**src/include/slcr_pkg.sv**
```systemverilog
package slcr_pkg;
    localparam logic [7:0] SLCR_ADDR_GENERAL   = 8'h03;
    localparam logic [7:0] SLCR_ADDR_MODE      = 8'h04;
    localparam logic [7:0] SLCR_GENERAL_RESET  = 8'hD2;
    localparam logic [7:0] SLCR_MODE_RESET     = 8'h80;
    localparam logic [7:0] SLCR_GENERAL_MASK   = 8'hBA;
    localparam logic [7:0] SLCR_MODE_MASK      = 8'hB0;
    localparam int         SLCR_CRC_EN_BIT     = 7;
    localparam int         SLCR_AUTO_ACK_BIT   = 5;
    localparam int         SLCR_FILTER_BIT     = 4;
    localparam int         SLCR_PASS_BIT       = 3;
    localparam int         SLCR_CLK_AUTO_BIT   = 1;
    localparam int         SLCR_FAILSAFE_BIT   = 7;
    localparam int         SLCR_CRC_CLEAR_BIT  = 5;
    localparam int         SLCR_VIDEO_GATE_BIT = 4;
    localparam int         SLCR_FILTER_CYCLES  = 2;
endpackage

```
**src/rtl/slcr_glitch_filter.sv**
```systemverilog
`timescale 1ns/1ns
module slcr_glitch_filter
    import slcr_pkg::*;
(
    input  wire logic mclk,
    input  wire logic reset_n,
    input  wire logic enable,
    input  wire logic raw,
    output logic      filtered
);
    logic [1:0] count;

    // A new level must persist for two full clocks before it is passed on.
    always_ff @(posedge mclk or negedge reset_n) begin
        if (!reset_n) begin
            count    <= 2'h0;
            filtered <= 1'b0;
        end else if (!enable || raw == filtered) begin
            count    <= 2'h0;
            filtered <= enable ? filtered : raw;
        end else if (count == 2'(SLCR_FILTER_CYCLES - 1)) begin
            count    <= 2'h0;
            filtered <= raw;
        end else begin
            count <= count + 2'h1;
        end
    end
endmodule

```
**src/rtl/slcr_config_regs.sv**
```systemverilog
`timescale 1ns/1ns
module slcr_config_regs
    import slcr_pkg::*;
(
    input  wire logic       mclk,
    input  wire logic       reset_n,
    input  wire logic       reg_write,
    input  wire logic [7:0] reg_addr,
    input  wire logic [7:0] reg_wdata,
    output logic      [7:0] reg_rdata,
    input  wire logic       crc_error_in,
    output logic      [7:0] crc_error_count,
    output logic            crc_check_enable,
    input  wire logic       i2c_write_start,
    input  wire logic       i2c_target_is_des,
    input  wire logic       i2c_forward_all,
    input  wire logic       remote_nack,
    output logic            local_ack,
    output logic            local_nack,
    input  wire logic [6:0] i2c_address,
    input  wire logic [6:0] remote_target_alias,
    input  wire logic [6:0] remote_target_id,
    output logic            forward_hit,
    output logic      [6:0] forward_address,
    input  wire logic       de_in,
    input  wire logic       hs_in,
    input  wire logic       vs_in,
    input  wire logic       inputs_lost,
    output logic            de_out,
    output logic            hs_out,
    output logic            vs_out,
    output logic            link_clock_automatic_select,
    output logic            video_gate
);
    logic [7:0] general_cfg;
    logic [7:0] mode_cfg;
    logic [2:0] sync1;
    logic [2:0] sync2;
    logic [2:0] filt;
    logic       fail_level;
    logic       write_general;
    logic       write_mode;

    // The address decode is shared by the write path and the read path.
    function automatic logic addr_is(
        input logic [7:0] addr,
        input logic [7:0] target
    );
        return addr == target;
    endfunction

    // Unmapped addresses read zero so software can probe the map safely.
    function automatic logic [7:0] read_value(
        input logic [7:0] addr,
        input logic [7:0] general,
        input logic [7:0] mode
    );
        logic [7:0] value;
        value = 8'h00;
        if (addr_is(addr, SLCR_ADDR_GENERAL)) begin
            value = general;
        end else if (addr_is(addr, SLCR_ADDR_MODE)) begin
            value = mode;
        end
        return value;
    endfunction

    // A lost input shows the failsafe level instead of a floating value.
    function automatic logic pick_level(
        input logic lost,
        input logic level,
        input logic pin
    );
        return lost ? level : pin;
    endfunction

    assign write_general = reg_write && addr_is(reg_addr, SLCR_ADDR_GENERAL);
    assign write_mode    = reg_write && addr_is(reg_addr, SLCR_ADDR_MODE);

    // Reserved bits are masked off on write, so they read zero once written; the general reset value leaves bit 6 set.
    always_ff @(posedge mclk or negedge reset_n) begin
        if (!reset_n) begin
            general_cfg <= SLCR_GENERAL_RESET;
        end else if (write_general) begin
            general_cfg <= reg_wdata & SLCR_GENERAL_MASK;
        end
    end

    always_ff @(posedge mclk or negedge reset_n) begin
        if (!reset_n) begin
            mode_cfg <= SLCR_MODE_RESET;
        end else if (write_mode) begin
            mode_cfg <= reg_wdata & SLCR_MODE_MASK;
        end
    end

    always_ff @(posedge mclk or negedge reset_n) begin
        if (!reset_n) begin
            reg_rdata <= 8'h00;
        end else begin
            reg_rdata <= read_value(reg_addr, general_cfg, mode_cfg);
        end
    end

    always_ff @(posedge mclk or negedge reset_n) begin
        if (!reset_n) begin
            crc_check_enable <= 1'b1;
        end else begin
            crc_check_enable <= general_cfg[SLCR_CRC_EN_BIT];
        end
    end

    // The clear bit holds the counter at zero for as long as it stays set.
    // The counter saturates so a long error burst cannot wrap back to a small value.
    always_ff @(posedge mclk or negedge reset_n) begin
        if (!reset_n) begin
            crc_error_count <= 8'h00;
        end else if (mode_cfg[SLCR_CRC_CLEAR_BIT]) begin
            crc_error_count <= 8'h00;
        end else if (general_cfg[SLCR_CRC_EN_BIT] && crc_error_in
                     && crc_error_count != 8'hFF) begin
            crc_error_count <= crc_error_count + 8'h01;
        end
    end

    always_ff @(posedge mclk or negedge reset_n) begin
        if (!reset_n) begin
            local_ack  <= 1'b0;
            local_nack <= 1'b0;
        end else begin
            local_ack  <= i2c_write_start && general_cfg[SLCR_AUTO_ACK_BIT]
                          && (i2c_target_is_des || i2c_forward_all);
            local_nack <= remote_nack && !general_cfg[SLCR_AUTO_ACK_BIT];
        end
    end

    // A zero alias disables the entry, so address zero never matches.
    always_ff @(posedge mclk or negedge reset_n) begin
        if (!reset_n) begin
            forward_hit <= 1'b0;
        end else begin
            forward_hit <= general_cfg[SLCR_PASS_BIT] && remote_target_alias != 7'h00
                           && i2c_address == remote_target_alias;
        end
    end

    // The remap runs even with pass-through off; only the hit flag gates forwarding.
    always_ff @(posedge mclk or negedge reset_n) begin
        if (!reset_n) begin
            forward_address <= 7'h00;
        end else begin
            forward_address <= (i2c_address == remote_target_alias)
                               ? remote_target_id : i2c_address;
        end
    end

    always_ff @(posedge mclk or negedge reset_n) begin
        if (!reset_n) begin
            sync1 <= 3'h0;
            sync2 <= 3'h0;
        end else begin
            sync1 <= {de_in, hs_in, vs_in};
            sync2 <= sync1;
        end
    end

    for (genvar i = 0; i < 3; i++) begin : g_filt
        slcr_glitch_filter u_filt (
            .mclk     (mclk),
            .reset_n  (reset_n),
            .enable   (general_cfg[SLCR_FILTER_BIT]),
            .raw      (sync2[i]),
            .filtered (filt[i])
        );
    end

    assign fail_level = !mode_cfg[SLCR_FAILSAFE_BIT];

    // Lost inputs are forced to the failsafe level rather than left floating.
    always_ff @(posedge mclk or negedge reset_n) begin
        if (!reset_n) begin
            de_out <= 1'b0;
        end else begin
            de_out <= pick_level(inputs_lost, fail_level, filt[2]);
        end
    end

    always_ff @(posedge mclk or negedge reset_n) begin
        if (!reset_n) begin
            hs_out <= 1'b0;
        end else begin
            hs_out <= pick_level(inputs_lost, fail_level, filt[1]);
        end
    end

    always_ff @(posedge mclk or negedge reset_n) begin
        if (!reset_n) begin
            vs_out <= 1'b0;
        end else begin
            vs_out <= pick_level(inputs_lost, fail_level, filt[0]);
        end
    end

    // These bits only steer logic outside this block, so they are stored as they are.
    always_ff @(posedge mclk or negedge reset_n) begin
        if (!reset_n) begin
            link_clock_automatic_select <= 1'b1;
        end else begin
            link_clock_automatic_select <= general_cfg[SLCR_CLK_AUTO_BIT];
        end
    end

    always_ff @(posedge mclk or negedge reset_n) begin
        if (!reset_n) begin
            video_gate <= 1'b0;
        end else begin
            video_gate <= mode_cfg[SLCR_VIDEO_GATE_BIT];
        end
    end
endmodule

```
**config.mk**
```make
export PLATFORM = sky130hd
export DESIGN_NAME = slcr_config_regs
export DESIGN_NICKNAME = d
export VERILOG_FILES = /design/src/include/slcr_pkg.sv /design/src/rtl/slcr_glitch_filter.sv /design/src/rtl/slcr_config_regs.sv
export SDC_FILE = /design/constraint.sdc
export NUM_CORES = 1
export LEC_CHECK = 0
export ABC_CLOCK_PERIOD_IN_PS = 3100
export BUFFER_PORTS_ARGS = -buffer_cell sky130_fd_sc_hd__buf_2
export CORE_MARGIN = 3
export CORE_UTILIZATION = 52
export DETAILED_ROUTE_END_ITERATION = 6
export HOLD_SLACK_MARGIN = 0.12
export PLACE_DENSITY = 0.84
export SYNTH_ARGS = -nofsm -noshare
export SYNTH_HDL_FRONTEND = slang
export SYNTH_SLANG_ARGS = --single-unit
```
**constraint.sdc**
```tcl
create_clock -name mclk -period 3.1 [get_ports mclk]
set_input_delay 0.31 -clock mclk [delete_from_list [all_inputs] [get_ports mclk]]
set_output_delay 0.31 -clock mclk [all_outputs]
set_load 0.03 [all_outputs]
```
==> summary.txt <==
Pwr
  – Internal power: 958 uW
  – Maximum VDD drop: 0.000328 V
  – PD cells: 480 nW/um2
  – Logic pwr share: 0.134
  – Seq pwr share: 0.588
  – Leakage: 0.00137 uW
  – Sw Ratio: 0.261
  – P_sw: 338 uW
  – Tot Pwr: 1300 uW
  – Clock power frac: 0.278

Finish
  – Share of cells above drive strength 1: 0.446
  – # diodes: 0
  – Commonest non-fill, non-tap cell in the layout: buf_2
  – Fill cells: 301
  – Layout area overhead: 24.8%
  – Final net count: 299
  – Most frequent cells in the layout: 75 x buf_2, 47 x dfrtp_1, 17 x mux2_2

Setup path
  – Worst EP arrival: 1.99 ns
  – Setup crit end kind: flop
  – Req. time, crit path: 3.33 ns
  – R2R depth: 5
  – CP max stage delay: 0.52 ns
  – Worst Path Buf+Inv: 0
  – Worst flop-to-flop path endpoint: crc_error_count[7]
  – CP delay by family, top: simple AND/OR/NAND/NOR gates
  – CP Launch Type: flop
  – Worst reg2reg setup slack: 1.33 ns
  – Crit-path max FO: 8
  – CP Class: flop to flop
  – Worst setup path start: crc_error_count[0]
  – RR Startpoint: crc_error_count[0]
  – Cell Chain, Critical Path: ha_1 -> nand4_1 -> o211ai_4 -> or4_1 -> a21oi_1
  – Slowest-stage cell, CP: or4_1

Logic synthesis
  – Syn Std Cell Area: 2170 um2
  – Count of cell types in the netlist: 37
  – Avg Inst Size Synth: 13.1 um2
  – Post-Synthesis Cells: 165
  – Register bit total from synthesis: 54
  – Async SR Flop Fraction: 1.00
  – Ys Warns: 0
  – Number of enable flip-flop cells after synthesis: 0
  – Sequential share of the synthesized area: 0.628
  – Synth Flop Type: dfrtp_1

Drt
  – DRT antenna net count: 0
  – Drt drc: 0
  – DR WL/cell: 14.6 um
  – DRC violation total after the first TritonRoute iteration: 104
  – Routed WL: 4330 um
  – Drt via density: 5.27
  – Via Count: 1566
  – DRT Pass-1 Iters: 4

Floorplan
  – Row Count: 22
  – Height of the die: 70.5 um
  – Die area: 4980 um2
  – # IOs: 81
  – Die width: 70.5 um
  – Core area: 3830 um2
  – Initial Util: 0.566

Clock tree
  – CTS Root Buffer Type: clkbuf_8
  – Clock buffer depth: 2
  – Post-CTS repair timing setup buffer count: 0
  – H-tree depth: 2
  – Worst skew pair latency: 0.30 ns
  – Num CTS Buffers: 5
  – CTS tree: yes
  – Clock sinks: 54
  – CTS clk-pin slew, worst paths: 0.09 ns
  – Post-CTS Resized: 0

Timing
  – Max Freq: 0.566 GHz
  – Fin crit share: 0.570
  – Setup-failing EPs final: 0
  – Final hold violations: 0
  – Setup Total Neg Slack: 0 ns
  – Minimum hold slack: 0.0995 ns
  – Min Clock Period, post-route: 1.77 ns
  – Max-slew violation count: 0
  – Layout Skew: 0.00360 ns
  – Unrepaired setup endpoints after global routing: no
  – Slew @ Worst Pin: 0.829 ns
  – Slew HR: 0.447

Global routing
  – Gr ovfl total: 0
  – Initial antenna violation count: 0
  – Pin count of the biggest net entering global routing: 40
  – Tot GR Track Use: 0.190
  – Vias in the first global route: 1629
  – First-pass GRT wire length: 7450 um

Run status
  – Status: complete, no violations

Place
  – DP Wirelength: 3370 um
  – Final GP Congestion: 0.774
  – Port buffer count: 75

Hold path
  – Hold Crit Class: primary input to async pin

Flow run
  – Maxcap violations: 0
## synthesized netlist by cell type (2+ instances only)
cell type,instances,area (um2)
a21oi_1,7,35.0
and2_1,6,37.5
and3_1,7,43.8
buf_4,2,15.0
dfrtp_1,47,1180
dfstp_2,7,184
inv_1,4,15.0
mux2_2,17,191
mux2i_1,2,20.0
nand2_1,7,26.3
nand3_1,3,15.0
nand4_1,2,12.5
nor2_1,11,41.3
nor2b_1,2,12.5
nor3_1,2,10.0
o21ai_0,5,25.0
o31ai_1,2,15.0
or4_1,2,15.0
xnor2_1,4,35.0
xor2_1,9,78.8
## logic make-up (layout without fill, tap and decap cells)
kind of cell | Yosys count | count (layout) | share of synthesized area
mux | 19 | 19 | 0.0976
simple gates | 49 | 49 | 0.131
other cells | 1 | 2 | 0.00173
xor+xnor | 13 | 13 | 0.0526
flops | 54 | 54 | 0.628
compound gates | 21 | 21 | 0.0682
fa+ha+maj | 1 | 1 | 0.00578
buf+inv | 7 | 90 | 0.0156
## state kept, by name, indices dropped and copies added (netlist names), 3 cells and up
register,count
reg_rdata,6
forward_address,7
g_filt.u_filt.count,6
sync2,3
g_filt.u_filt.filtered,3
crc_error_count,8
general_cfg,6
mode_cfg,3
sync1,3
## repair_timing
| action | 4_1_cts | 5_1_grt |
|---|---|---|
| hold endpoints to repair | 3 | 0 |
| setup endpoints to repair | 0 | 0 |
| hold buffers | 3 | 0 |
## final cells by class
| cell class | instances | area [um2] | share of cell area |
|---|---|---|---|
| Clock buffer | 5 | 68.8 | 0.0255 |
| Clock inverter | 2 | 10.0 | 0.00370 |
| Multi-Input combinational cell | 105 | 776 | 0.287 |
| Tap cell | 48 | 60.1 | 0.0222 |
| Inverter | 4 | 15.0 | 0.00556 |
| Sequential cell | 54 | 1360 | 0.503 |
| Timing Repair Buffer | 79 | 413 | 0.153 |
## power groups by stage
stage	sequential [uW]	clock (uW)	combinational [uW]
after CTS	763	372	177
final	762	360	174
after global routing	767	407	191
after floorplan	811	0	55.5
after detailed placement	777	0	173
after global placement	775	0	167
## worst max path at each step
stage | to | slack (ns) | depth (start not counted)
detailed placement | forward_address[0] | 1.33 | 5
global placement | crc_error_count[7] | 1.41 | 5
CTS | crc_error_count[7] | 1.33 | 5
finish | crc_error_count[7] | 1.33 | 5
floorplan | crc_error_count[7] | 1.33 | 5
global route | crc_error_count[7] | 1.24 | 5
## layer usage
layer / part of all wire / vias to the layer above / track usage
met5: 0 / - / 0
met4: 0.012 / 0 / 0.0501
met3: 0.092 / 6 / 0.0767
met2: 0.50 / 69 / 0.330
met1: 0.39 / 748 / 0.220
li1: - / 743 / -
## stage by stage
step / setup slack [ns] / instance area, um2 / instances / util
6_report: 1.33 / 2700 / 297 / 0.706
5_1_grt: 1.24 / 2700 / 297 / 0.706
4_1_cts: 1.33 / 2700 / 297 / 0.706
3_5_place_dp: 1.33 / 2590 / 287 / 0.678
3_3_place_gp: 1.41 / 2590 / 287 / 0.678
2_1_floorplan: 1.33 / 2170 / 166 / -
(Power assumes the default switching activity.)
